==> src/core/uplc_pkg.sv <==
// Constants for the per-port USB line control block: register offsets,
// field positions, reset values and line force codes.
// Assumes a 16-bit register word addressed by a 16-bit byte address.
package uplc_pkg;
   // ==========================================================
   // Register map
   localparam logic [15:0] UPLC_PORT1_OFS = 16'hc08a;
   localparam logic [15:0] UPLC_PORT2_OFS = 16'hc0aa;
   localparam logic [15:0] UPLC_CTL_RESET = 16'h0000;
   // ==========================================================
   // Field positions
   localparam int UPLC_DP_BIT     = 13;
   localparam int UPLC_DM_BIT     = 12;
   localparam int UPLC_LOWSPD_BIT = 10;
   localparam int UPLC_HOST_BIT   = 9;
   localparam int UPLC_RES_BIT    = 7;
   localparam int UPLC_FORCE_HI   = 4;
   localparam int UPLC_FORCE_LO   = 3;
   localparam int UPLC_SUSP_BIT   = 2;
   localparam int UPLC_SOF_BIT    = 0;
   // Writable bits; reserved and status bits ignore writes
   localparam logic [15:0] UPLC_WR_MASK = 16'h069d;
   // ==========================================================
   // Line force codes
   typedef enum logic [1:0] {
      UPLC_FORCE_NONE = 2'h0,
      UPLC_FORCE_SE0  = 2'h1,
      UPLC_FORCE_J    = 2'h2,
      UPLC_FORCE_K    = 2'h3
   } uplc_force_t;
endpackage

==> src/core/uplc_sync.sv <==
// Two flip-flop level synchroniser for the data line inputs.
// Assumes inputs that may change at any time relative to clk.
`timescale 1ns/10ps
module uplc_sync #(
   parameter int W = 4
) (
   input  wire logic         clk,
   input  wire logic         resetn,
   input  wire logic [W-1:0] d,
   output logic      [W-1:0] q
);
   logic [W-1:0] meta_r;
   logic [W-1:0] q_r;
   // ==========================================================
   // Synchroniser chain; first stage feeds only the second
   always_ff @(posedge clk or negedge resetn) begin
      if (!resetn) begin
         meta_r <= '0;
         q_r    <= '0;
      end else begin
         meta_r <= d;
         q_r    <= meta_r;
      end
   end
   assign q = q_r;
endmodule

==> src/core/uplc_top.sv <==
// Line control and status for the two serial engines, one port each.
// Assumes the on-chip processor and the external processor port share clk,
// and that the transceiver resolves drive enables and resistor controls.
`timescale 1ns/10ps
module uplc_top (
   input  wire logic        clk,
   input  wire logic        resetn,
   // On-chip processor access
   input  wire logic [15:0] cpu_addr,
   input  wire logic        cpu_wr,
   input  wire logic        cpu_rd,
   input  wire logic [15:0] cpu_wdata,
   output logic      [15:0] cpu_rdata,
   output logic             cpu_rvalid,
   // External processor port access
   input  wire logic [15:0] ext_addr,
   input  wire logic        ext_wr,
   input  wire logic        ext_rd,
   input  wire logic [15:0] ext_wdata,
   output logic      [15:0] ext_rdata,
   output logic             ext_rvalid,
   // Serial engine side, bit n for engine n
   input  wire logic [1:0]  eng_dp_out,
   input  wire logic [1:0]  eng_dm_out,
   input  wire logic [1:0]  eng_oe,
   input  wire logic [1:0]  port_select,
   output logic      [1:0]  eng_rx_en,
   output logic      [1:0]  frame_gen_en,
   output logic      [1:0]  frame_low_speed,
   output logic      [1:0]  host_mode,
   output logic      [1:0]  low_speed_select,
   // Line side
   input  wire logic [1:0]  dp_in,
   input  wire logic [1:0]  dm_in,
   output logic      [1:0]  dp_out,
   output logic      [1:0]  dm_out,
   output logic      [1:0]  dp_oe,
   output logic      [1:0]  dm_oe,
   output logic      [1:0]  dp_pullup,
   output logic      [1:0]  dm_pullup,
   output logic      [1:0]  dp_pulldown,
   output logic      [1:0]  dm_pulldown,
   output logic             xcvr_suspend
);
   import uplc_pkg::*;

   logic [15:0] ctl_r [2];
   logic [15:0] ctl_nxt [2];
   logic [15:0] cpu_rdata_r, cpu_rdata_nxt, ext_rdata_r, ext_rdata_nxt;
   logic        cpu_rvalid_r, ext_rvalid_r;
   logic [1:0]  line_dp, line_dm;
   logic [1:0]  dp_out_r, dm_out_r, dp_oe_r, dm_oe_r;
   logic [1:0]  dp_out_nxt, dm_out_nxt, dp_oe_nxt, dm_oe_nxt;
   logic [1:0]  dp_pu_r, dm_pu_r, dp_pd_r, dm_pd_r;
   logic [1:0]  dp_pu_nxt, dm_pu_nxt, dp_pd_nxt, dm_pd_nxt;
   logic [1:0]  rx_en_r, rx_en_nxt, fgen_r, fgen_nxt, flow_r, host_r, lsp_r;
   logic        susp_r, susp_nxt;
   logic [1:0]  cpu_hit, ext_hit;

   // ==========================================================
   // Address decode, shared by both access ports
   function automatic logic [1:0] hit(input logic [15:0] a);
      hit = {a == UPLC_PORT2_OFS, a == UPLC_PORT1_OFS};
   endfunction

   // Read image: status bits live, reserved bits zero
   function automatic logic [15:0] rd_word(input logic [15:0] a, input logic [15:0] c0, input logic [15:0] c1,
                                           input logic [1:0] sdp, input logic [1:0] sdm);
      logic [15:0] w;
      logic [1:0]  h;
      w = 16'h0000;
      h = hit(a);
      if (h[0]) begin
         w = c0 & UPLC_WR_MASK;
         w[UPLC_DP_BIT] = sdp[0];
         w[UPLC_DM_BIT] = sdm[0];
      end else if (h[1]) begin
         w = c1 & UPLC_WR_MASK;
         w[UPLC_DP_BIT] = sdp[1];
         w[UPLC_DM_BIT] = sdm[1];
      end
      rd_word = w;
   endfunction

   // ==========================================================
   // Pin level synchroniser
   // two-stage sync
   uplc_sync #(.W(4)) u_sync (
      .clk    (clk),
      .resetn (resetn),
      .d      ({dm_in, dp_in}),
      .q      ({line_dm, line_dp})
   );

   // ==========================================================
   // Register writes; on-chip processor wins a same-cycle clash
   // dual access path
   assign cpu_hit = hit(cpu_addr);
   assign ext_hit = hit(ext_addr);
   always_comb begin
      for (int i = 0; i < 2; i++) begin
         ctl_nxt[i] = ctl_r[i];
         if (ext_wr && ext_hit[i]) begin
            ctl_nxt[i] = ext_wdata & UPLC_WR_MASK;
         end
         if (cpu_wr && cpu_hit[i]) begin
            ctl_nxt[i] = cpu_wdata & UPLC_WR_MASK;
         end
      end
   end

   always_ff @(posedge clk or negedge resetn) begin
      if (!resetn) begin
         ctl_r[0] <= UPLC_CTL_RESET;
         ctl_r[1] <= UPLC_CTL_RESET;
      end else begin
         ctl_r[0] <= ctl_nxt[0];
         ctl_r[1] <= ctl_nxt[1];
      end
   end

   // ==========================================================
   // Read data, one cycle after the strobe
   // status readback
   always_comb begin
      cpu_rdata_nxt = cpu_rd ? rd_word(cpu_addr, ctl_r[0], ctl_r[1], line_dp, line_dm) : cpu_rdata_r;
      ext_rdata_nxt = ext_rd ? rd_word(ext_addr, ctl_r[0], ctl_r[1], line_dp, line_dm) : ext_rdata_r;
   end

   always_ff @(posedge clk or negedge resetn) begin
      if (!resetn) begin
         cpu_rdata_r  <= 16'h0000;
         ext_rdata_r  <= 16'h0000;
         cpu_rvalid_r <= 1'b0;
         ext_rvalid_r <= 1'b0;
      end else begin
         cpu_rdata_r  <= cpu_rdata_nxt;
         ext_rdata_r  <= ext_rdata_nxt;
         cpu_rvalid_r <= cpu_rd;
         ext_rvalid_r <= ext_rd;
      end
   end

   // ==========================================================
   // Line drive, resistors and engine gating
   always_comb begin
      logic [1:0] f;
      logic       ls, hm, re, act;
      f = 2'h0;
      ls = 1'b0;
      hm = 1'b0;
      re = 1'b0;
      act = 1'b0;
      susp_nxt = ctl_nxt[0][UPLC_SUSP_BIT] | ctl_nxt[1][UPLC_SUSP_BIT];
      for (int i = 0; i < 2; i++) begin
         f  = ctl_nxt[i][UPLC_FORCE_HI:UPLC_FORCE_LO];
         ls = ctl_nxt[i][UPLC_LOWSPD_BIT];
         hm = ctl_nxt[i][UPLC_HOST_BIT];
         re = ctl_nxt[i][UPLC_RES_BIT];
         case (uplc_force_t'(f))
            UPLC_FORCE_NONE: begin
               dp_out_nxt[i] = eng_dp_out[i];
               dm_out_nxt[i] = eng_dm_out[i];
               dp_oe_nxt[i]  = eng_oe[i] & ~susp_nxt;
            end
            UPLC_FORCE_SE0: begin
               dp_out_nxt[i] = 1'b0;
               dm_out_nxt[i] = 1'b0;
               dp_oe_nxt[i]  = 1'b1;
            end
            UPLC_FORCE_J: begin
               dp_out_nxt[i] = ~ls;  // J is D+ high at full speed
               dm_out_nxt[i] = ls;
               dp_oe_nxt[i]  = 1'b1;
            end
            default: begin
               dp_out_nxt[i] = ls;
               dm_out_nxt[i] = ~ls;
               dp_oe_nxt[i]  = 1'b1;
            end
         endcase
         dm_oe_nxt[i] = dp_oe_nxt[i];
         dp_pd_nxt[i] = re & hm;
         dm_pd_nxt[i] = re & hm;
         dp_pu_nxt[i] = re & ~hm & ~ls;
         dm_pu_nxt[i] = re & ~hm & ls;
         // device role serves only the selected port
         act = ~susp_nxt & (hm | port_select[i]);
         rx_en_nxt[i] = act;
         // frame marker gate, ignored outside host role
         fgen_nxt[i] = hm & ctl_nxt[i][UPLC_SOF_BIT] & act & (f == 2'h0);
      end
   end

   always_ff @(posedge clk or negedge resetn) begin
      if (!resetn) begin
         dp_out_r <= 2'h0;
         dm_out_r <= 2'h0;
         dp_oe_r  <= 2'h0;
         dm_oe_r  <= 2'h0;
         dp_pu_r  <= 2'h0;
         dm_pu_r  <= 2'h0;
         dp_pd_r  <= 2'h0;
         dm_pd_r  <= 2'h0;
         rx_en_r  <= 2'h0;
         fgen_r   <= 2'h0;
         flow_r   <= 2'h0;
         host_r   <= 2'h0;
         lsp_r    <= 2'h0;
         susp_r   <= 1'b0;
      end else begin
         dp_out_r <= dp_out_nxt;
         dm_out_r <= dm_out_nxt;
         dp_oe_r  <= dp_oe_nxt;
         dm_oe_r  <= dm_oe_nxt;
         dp_pu_r  <= dp_pu_nxt;
         dm_pu_r  <= dm_pu_nxt;
         dp_pd_r  <= dp_pd_nxt;
         dm_pd_r  <= dm_pd_nxt;
         rx_en_r  <= rx_en_nxt;
         fgen_r   <= fgen_nxt;
         flow_r   <= {ctl_nxt[1][UPLC_LOWSPD_BIT], ctl_nxt[0][UPLC_LOWSPD_BIT]};
         host_r   <= {ctl_nxt[1][UPLC_HOST_BIT], ctl_nxt[0][UPLC_HOST_BIT]};
         lsp_r    <= {ctl_nxt[1][UPLC_LOWSPD_BIT], ctl_nxt[0][UPLC_LOWSPD_BIT]};
         susp_r   <= susp_nxt;
      end
   end

   // Outputs straight from flip-flops
   assign cpu_rdata        = cpu_rdata_r;
   assign cpu_rvalid       = cpu_rvalid_r;
   assign ext_rdata        = ext_rdata_r;
   assign ext_rvalid       = ext_rvalid_r;
   assign dp_out           = dp_out_r;
   assign dm_out           = dm_out_r;
   assign dp_oe            = dp_oe_r;
   assign dm_oe            = dm_oe_r;
   assign dp_pullup        = dp_pu_r;
   assign dm_pullup        = dm_pu_r;
   assign dp_pulldown      = dp_pd_r;
   assign dm_pulldown      = dm_pd_r;
   assign eng_rx_en        = rx_en_r;
   assign frame_gen_en     = fgen_r;
   assign frame_low_speed  = flow_r;
   assign host_mode        = host_r;
   assign low_speed_select = lsp_r;
   assign xcvr_suspend     = susp_r;

   // ==========================================================
   // Checks on outputs against register contents and pin inputs
   res_off_a: assert property (@(posedge clk) disable iff (!resetn)
      !ctl_r[0][UPLC_RES_BIT] |-> !(dp_pu_r[0] | dm_pu_r[0] | dp_pd_r[0] | dm_pd_r[0]))
      else $error("termination on while resistors disabled");
   host_pd_a: assert property (@(posedge clk) disable iff (!resetn)
      (ctl_r[1][UPLC_RES_BIT] && ctl_r[1][UPLC_HOST_BIT]) |-> (dp_pd_r[1] && dm_pd_r[1] && !dp_pu_r[1]))
      else $error("host pull-downs missing");
   dev_pu_a: assert property (@(posedge clk) disable iff (!resetn)
      (ctl_r[0][UPLC_RES_BIT] && !ctl_r[0][UPLC_HOST_BIT]) |->
      (dm_pu_r[0] == ctl_r[0][UPLC_LOWSPD_BIT]) && (dp_pu_r[0] != ctl_r[0][UPLC_LOWSPD_BIT]))
      else $error("device pull-up on wrong line");
   force_se0_a: assert property (@(posedge clk) disable iff (!resetn)
      (ctl_r[1][UPLC_FORCE_HI:UPLC_FORCE_LO] == 2'h1) |-> (dp_oe_r[1] && !dp_out_r[1] && !dm_out_r[1]))
      else $error("SE0 not forced");
   force_k_a: assert property (@(posedge clk) disable iff (!resetn)
      (ctl_r[1][UPLC_FORCE_HI:UPLC_FORCE_LO] == 2'h3 && !ctl_r[1][UPLC_LOWSPD_BIT]) |->
      (dm_oe_r[1] && !dp_out_r[1] && dm_out_r[1]))
      else $error("K not forced regardless of port select");
   susp_both_a: assert property (@(posedge clk) disable iff (!resetn)
      xcvr_suspend |-> (eng_rx_en == 2'h0) && (frame_gen_en == 2'h0))
      else $error("engine active during suspend");
   frame_gate_a: assert property (@(posedge clk) disable iff (!resetn)
      frame_gen_en[1] |-> ctl_r[1][UPLC_HOST_BIT] && ctl_r[1][UPLC_SOF_BIT] &&
      frame_low_speed[1] == ctl_r[1][UPLC_LOWSPD_BIT])
      else $error("frame marker gate wrong");
   dev_port_a: assert property (@(posedge clk) disable iff (!resetn)
      (!ctl_nxt[0][UPLC_HOST_BIT] && !port_select[0]) |=> !eng_rx_en[0])
      else $error("unselected port active in device role");
   wr_rd_a: assert property (@(posedge clk) disable iff (!resetn)
      (ext_wr && ext_addr == UPLC_PORT2_OFS && !cpu_wr) ##1 (cpu_rd && cpu_addr == UPLC_PORT2_OFS)
      |=> cpu_rvalid && cpu_rdata[UPLC_HOST_BIT] == $past(ext_wdata[UPLC_HOST_BIT], 2))
      else $error("external write not visible to processor");
   stat_dp_a: assert property (@(posedge clk) disable iff (!resetn)
      (cpu_rd && cpu_addr == UPLC_PORT1_OFS) |=> cpu_rdata[UPLC_DP_BIT] == $past(dp_in[0], 3))
      else $error("D+ status not two-stage synchronised");
   stat_dm_a: assert property (@(posedge clk) disable iff (!resetn)
      (ext_rd && ext_addr == UPLC_PORT2_OFS) |=> ext_rdata[UPLC_DM_BIT] == $past(dm_in[1], 3))
      else $error("D- status not two-stage synchronised");
endmodule

==> config.mk <==
export PLATFORM = sky130hd
export DESIGN_NAME = uplc_top
export DESIGN_NICKNAME = d
export VERILOG_FILES = /design/src/core/uplc_pkg.sv /design/src/core/uplc_sync.sv /design/src/core/uplc_top.sv
export SDC_FILE = /design/constraint.sdc
export NUM_CORES = 1
export LEC_CHECK = 0
export ABC_AREA = 1
export BUFFER_PORTS_ARGS = -buffer_cell sky130_fd_sc_hd__buf_2
export CORE_MARGIN = 3
export CORE_UTILIZATION = 30
export DETAILED_ROUTE_END_ITERATION = 10
export HOLD_SLACK_MARGIN = 0.12
export PLACE_DENSITY = 0.52
export RECOVER_POWER = 25
export SYNTH_ARGS = -nofsm -noshare
export SYNTH_HDL_FRONTEND = slang
export SYNTH_SLANG_ARGS = --single-unit
==> constraint.sdc <==
create_clock -name clk -period 1.25 [get_ports clk]
set_input_delay 0.1875 -clock clk [delete_from_list [all_inputs] [get_ports clk]]
set_output_delay 0.1875 -clock clk [all_outputs]
set_load 0.03 [all_outputs]
# After elaboration in Yosys (flattened, before gate mapping)
# Index checks and enable logic that the tools add are counted.
[totals] reg_bits=77 in_bits=82 out_inout_bits=61 elab_cells=73
[op_classes] eq_ne=8 muxes=14 n_bitwise=26 n_reduce_logical=6
[ops] operator="$eq A16 B16 Y1 const B" count=4
[ops] operator="$mux W14" count=4
[ops] operator="$mux W11" count=4
[ops] operator="$and A1 B1 Y1" count=18
[ops] operator="$pmux W1 S3" count=4
[ops] operator="$not A1 Y1" count=5
[ops] operator="$eq A2 B1 Y1 const B" count=2
[ops] operator="$eq A2 B2 Y1 const B" count=2
[ops] operator="$logic_and A1 B1 Y1" count=4
[ops] operator="$logic_not A2 Y1" count=2
[ops] operator="$or A1 B1 Y1" count=3
[ops] operator="$mux W1" count=2

# Depth between registers and ports, before layout
[depth] depth_word=9 ltp_mapped=12 mapped_depth_nobuf=11

# Cells and area by module
# A second synthesis with hierarchy kept.
[unflattened] cells_unflattened=405 area_unflattened_um2=3318.2
[modules_own_cells] mod="uplc_top" n_inst=1 cells_per_inst=397 area_per_inst_um2=3118.0 seq_area_each_um2=1276.2
[modules_own_cells] mod="uplc_sync" n_inst=1 cells_per_inst=8 area_per_inst_um2=200.2 seq_area_each_um2=200.2

# Worst setup path after synthesis
# OpenSTA, ideal clock, no wires.
[synth_timing] kind="input-to-reg" start="input cpu_addr[6]" end="register fgen_r[1] (netlist: frame_gen_en[1])" setup_time_ps=117 arrival_time_ps=1178 required_ps=1133 setup_slack_ps=-45 stages=12 path_buffers=1 path_cell_list="inv_1 > nand2_2 > nor2_2 > nor2b_4 > nand3_4 > inv_2 > buf_6 > nand2_1 > nand2_1 > nor2_1 > nand2_1 > nor2_1"
[synth_between] elab_chain_len=8 elab_cells_between_ends=14 classes_between="2 x eq/ne; 2 x mux; 7 x bitwise; 3 x reduce/logical"
[synth_rtl] element="start, declared" line_no="uplc_top.sv:9" source="input wire logic [15:0] cpu_addr,"
[synth_rtl] element="$eq A16 B16 Y1" line_no="uplc_top.sv:63" source="hit = {a == UPLC_PORT2_OFS, a == UPLC_PORT1_OFS};"
[synth_rtl] element="$logic_and A1 B1 Y1" line_no="uplc_top.sv:106" source="if (cpu_wr && cpu_hit[i]) begin"
[synth_rtl] element="$mux W11" line_no="uplc_top.sv:106"
[synth_rtl] element="$or A1 B1 Y1" line_no="uplc_top.sv:154" source="susp_nxt = ctl_nxt[0][UPLC_SUSP_BIT] | ctl_nxt[1][UPLC_SUSP_BIT];"
[synth_rtl] element="$not A1 Y1" line_no="uplc_top.sv:188" source="act = ~susp_nxt & (hm | port_select[i]);"
[synth_rtl] element="$and A1 B1 Y1" line_no="uplc_top.sv:188"
[synth_rtl] element="$and A1 B1 Y1" line_no="uplc_top.sv:191" source="fgen_nxt[i] = hm & ctl_nxt[i][UPLC_SOF_BIT] & act & (f == 2'h0);"
[synth_rtl] element="$and A1 B1 Y1 *" line_no="uplc_top.sv:191"
[synth_rtl] element="net fgen_nxt[1]" line_no="uplc_top.sv:56" source="logic [1:0] rx_en_r, rx_en_nxt, fgen_r, fgen_nxt, flow_r, host_r, lsp_r;"
[synth_rtl] element="end signal, assigned" line_no="uplc_top.sv:221" source="fgen_r <= fgen_nxt;"
[synth_rtl] element="end, declared" line_no="uplc_top.sv:56"
# Mark *: on every way through the listed nets, which the timed path passes. The rest lies on a longest branch.
# A chain may end at the register's enable or synchronous reset.

# Final worst setup path
[layout_timing] start="input ext_addr[9]" end="register fgen_r[1] (netlist: frame_gen_en[1])"
[layout_between] elab_chain_len=9 elab_cells_between_ends=16 classes_between="2 x eq/ne; 4 x mux; 7 x bitwise; 3 x reduce/logical"
[layout_rtl] element="start, declared" line_no="uplc_top.sv:16" source="input wire logic [15:0] ext_addr,"
[layout_rtl] element="$eq A16 B16 Y1" line_no="uplc_top.sv:63"
[layout_rtl] element="$logic_and A1 B1 Y1" line_no="uplc_top.sv:103" source="if (ext_wr && ext_hit[i]) begin"
[layout_rtl] element="$mux W11" line_no="uplc_top.sv:103"
[layout_rtl] element="$mux W11" line_no="uplc_top.sv:106"
[layout_rtl] element="$or A1 B1 Y1" line_no="uplc_top.sv:154"
[layout_rtl] element="$not A1 Y1" line_no="uplc_top.sv:188"
[layout_rtl] element="$and A1 B1 Y1" line_no="uplc_top.sv:188"
[layout_rtl] element="$and A1 B1 Y1" line_no="uplc_top.sv:191"
[layout_rtl] element="$and A1 B1 Y1 *" line_no="uplc_top.sv:191"
[layout_rtl] element="net fgen_nxt[1]" line_no="uplc_top.sv:56"
# Mark *: on every way through the listed nets, which the timed path passes. The rest lies on a longest branch. The select of a mux whose other input is x is not followed.

==> flow_metrics.tcl <==
set metrics [dict create \
    synth_adder_area_share 0 \
    syn-instance-count 410 \
    synth_simple_gate_area_share 0.3275 \
    yosys.cell_types.count 26 \
    grt_max_degree 60 \
    route.detailed.vias_per_inst 4.544 \
    fraction_of_final_layout_cells_with_drive_strength_greater_than_1 0.3882 \
    first_pass_grt_wire_length_um 14790 \
    io_pins 143 \
    h-tree-depth 3 \
    starting_density_of_the_core 0.3122 \
    worstSetupEndpointType "flip-flop" \
    die_w_um 110.4 \
    achievable-frequency_ghz 0.8420 \
    cts_tree "built" \
    cell_depth_of_the_worst_min_delay_path 3 \
    dp.cells 657 \
    synth_area_per_cell_um2 7.968 \
    slew_viol_final 0 \
    hold_viol 0 \
    clock_latency_ns 0.34 \
    mostFrequentLayoutCell "buf_2" \
    cts_sink_cnt 59 \
    finish.net_count 636 \
    critical_path.startpoint_type "input pin" \
    design.core.area_mm2 0.01046 \
    postRouteAntennaNets 0 \
    wl_per_cell_um 13.77 \
    routed_wl_um 9572 \
    detail_route.iter0.violations 176 \
    synth_sequential_area_ratio 0.4519 \
    worstPathRequired_ns 1.52 \
    clock_buffers_created_by_tritoncts 9 \
    largest_family_of_logic_cells_by_synthesized_area "simple AND/OR/NAND/NOR gates" \
    grt_setup_unrepaired "true" \
    core.rowCount 37 \
    ys_seq_elements 59 \
    globalplace.congestion 0.8418 \
    grt_antenna_before_repair 0 \
    post-route-worst-setup-slack_ns 0.06240 \
    vias 3158 \
    timing.final.crit_share 0.9501 \
    detailed_place.area_mm2 0.004028 \
    synth_top_area_share 0.4519 \
    cts_max_path_buffers 2 \
    largest_vdd_supply_drop_mv 0.4423 \
    io_buffers 110 \
    period_minus_slack_ns 1.188 \
    power_per_cell_area_mw_per_mm2 927.5 \
    synth_top_cells_by_area "dfrtp_1 (45%), nand2_1 (8.7%), nand3_1 (7.5%)" \
    dieArea_mm2 0.01218 \
    track_usage 0.1588 \
    first_pass_iteration_count_of_the_detailed_router 4 \
    synthToLayoutAreaGrowth_pct 37.30 \
    timing.reg2reg.worst_path_depth 7 \
    synth_area_mm2 0.003267 \
    detail_route.drc_violations 0 \
    drv.max_cap_violation_count 0 \
    skew_ns 0.007289 \
    diodes 0 \
    preCtsSetupSlack_ns -0.3734 \
    synth_area_leader_cell "dfrtp_1" \
    layout_common_cells "buf_2 (109), nand2_1 (61), dfrtp_1 (58)" \
    die_h_um 110.4 \
    post_layout_nonfiller_instances 695 \
    setup_viol 0 \
    cp_data_arrival_time_ns 1.46 \
    place_hpwl_um 7343 \
    clk_pin_slew_ns 0.07 \
    tot_pwr_mw 4.160 \
    min_path_type "in2reg" \
    run_status "finished clean" \
    leakage_nw 2.382 \
    synth_xor_xnor_area_share 0 \
    post_synth_mux_area_share 0 \
    timing_worst_slew_pin_value_ns 0.7718 \
    clockRootBuffer "clkbuf_8" \
    crit_path_class "in2reg" \
    grt_pass1_vias 2934 \
    yosys_warnings 0 \
    fin_area_mm2 0.004486 \
    compound_gate_portion_of_the_synthesized_area 0.07124 \
    slew_headroom 0.4855 \
    grt.overflow.total 0 \
    critPathMaxFanout 6 \
]
cell families (layout without fill, tap and decap cells):
logic type / Yosys count / count (layout)
flip-flops: 59 / 59
other: 1 / 14
AO/OA/AOI/OAI: 40 / 40
buffers and inverters: 93 / 228
AND/OR/NAND/NOR: 217 / 218
report_power, final:
part,switching (mW),internal (mW),total [mW]
registers,0.0266,1.97,1.99
logic,0.385,0.192,0.576
clock network,0.821,0.768,1.59
final cells by class:
cell class                 instances  area, µm²
clock buffer                      10      137.6
sequential                        59       1478
timing repair buffer             156      975.9
inverter                          56      212.7
tap                              136      170.2
multi-input combinational        272       1470
fill                            1092       5977
clock inverter                     6      41.29
routing by layer:
layer	global-route usage	wire length (µm)	up-vias
li1	-	-	1580
met1	0.2063	4072	1480
met2	0.2613	4790	85
met3	0.04543	569	13
met4	0.03870	139	0
met5	0	0	-
worst paths after layout:
check,slack [ns],endpoint,start
min,0.14,dm_oe[0]$_DFF_PN0_,eng_oe[0]
max reg2reg,0.15,frame_gen_en[1]$_DFF_PN0_,ctl_r[4]$_DFF_PN0_
min reg2reg,0.35,u_sync.q[0]$_DFF_PN0_,u_sync.meta_r[0]$_DFF_PN0_
max in group asynchronous,0.19,ctl_r[10]$_DFF_PN0_,resetn
min in group asynchronous,0.53,cpu_rdata[7]$_DFFE_PN0P_,resetn
max,0.06,frame_gen_en[1]$_DFF_PN0_,ext_addr[9]
cell usage after synthesis:
| cell type | count |
|---|---|
| clkbuf_1 | 5 |
| o211ai_1 | 4 |
| buf_6 | 4 |
| clkinv_1 | 2 |
| buf_4 | 28 |
| dfrtp_1 | 59 |
| nor2b_4 | 1 |
| nand2_4 | 2 |
| inv_1 | 53 |
| nand2_1 | 76 |
| nand2_2 | 6 |
| nor2_2 | 5 |
| a21oi_1 | 13 |
| nand4_2 | 1 |
| conb_1 | 1 |
| nand3_1 | 49 |
| o211ai_2 | 1 |
| o21ai_0 | 18 |
| nand3_2 | 4 |
| o221ai_1 | 4 |
| nor2b_1 | 1 |
| inv_2 | 1 |
| nor2_1 | 45 |
| nand3_4 | 2 |
| nor2_4 | 3 |
| nand4_1 | 22 |
repair_timing:
item / 4_1_cts / 5_1_grt
gates resized for setup: 2 / 28
hold buffers: 10 / 0
endpoints found under the hold margin: 68 / 0
pin swaps: 0 / 12
buffers inserted: 0 / 11
gates cloned: 0 / 1
endpoints found under the setup margin: 6 / 24
through the flow:
stage	util	hold WS (ns)	TNS, ns
2_1_floorplan	-	-0.1081	-0.06733
3_3_place_gp	0.3850	0.2218	-11.09
3_5_place_dp	0.3850	0.2263	-11.93
4_1_cts	0.4121	0.1217	0
5_1_grt	0.4287	0.1417	-0.2166
6_report	0.4287	0.1403	0
registers in the layout, summed over array words and instances, names as in the netlist, 2 cells and up:
name and flops:
u_sync.meta_r 4, ext_rdata 9, dm_pullup 2, dm_pulldown 2, dp_pullup 2, ctl_r 12, dm_out 2, dm_oe 2
cpu_rdata 9, eng_rx_en 2, u_sync.q 4, frame_gen_en 2, dp_out 2
worst max-delay path: stages:
cell and delay, ns:
buf_2 0.11, nor2_4 0.09, nand2_2 0.07, nor2_4 0.18, nand3_2 0.16, buf_4 0.19
nand2_1 0.07, nand3_2 0.07, nand2_2 0.13, nand3_1 0.12, nor2_1 0.09
Power figures use the tool's default switching activity.
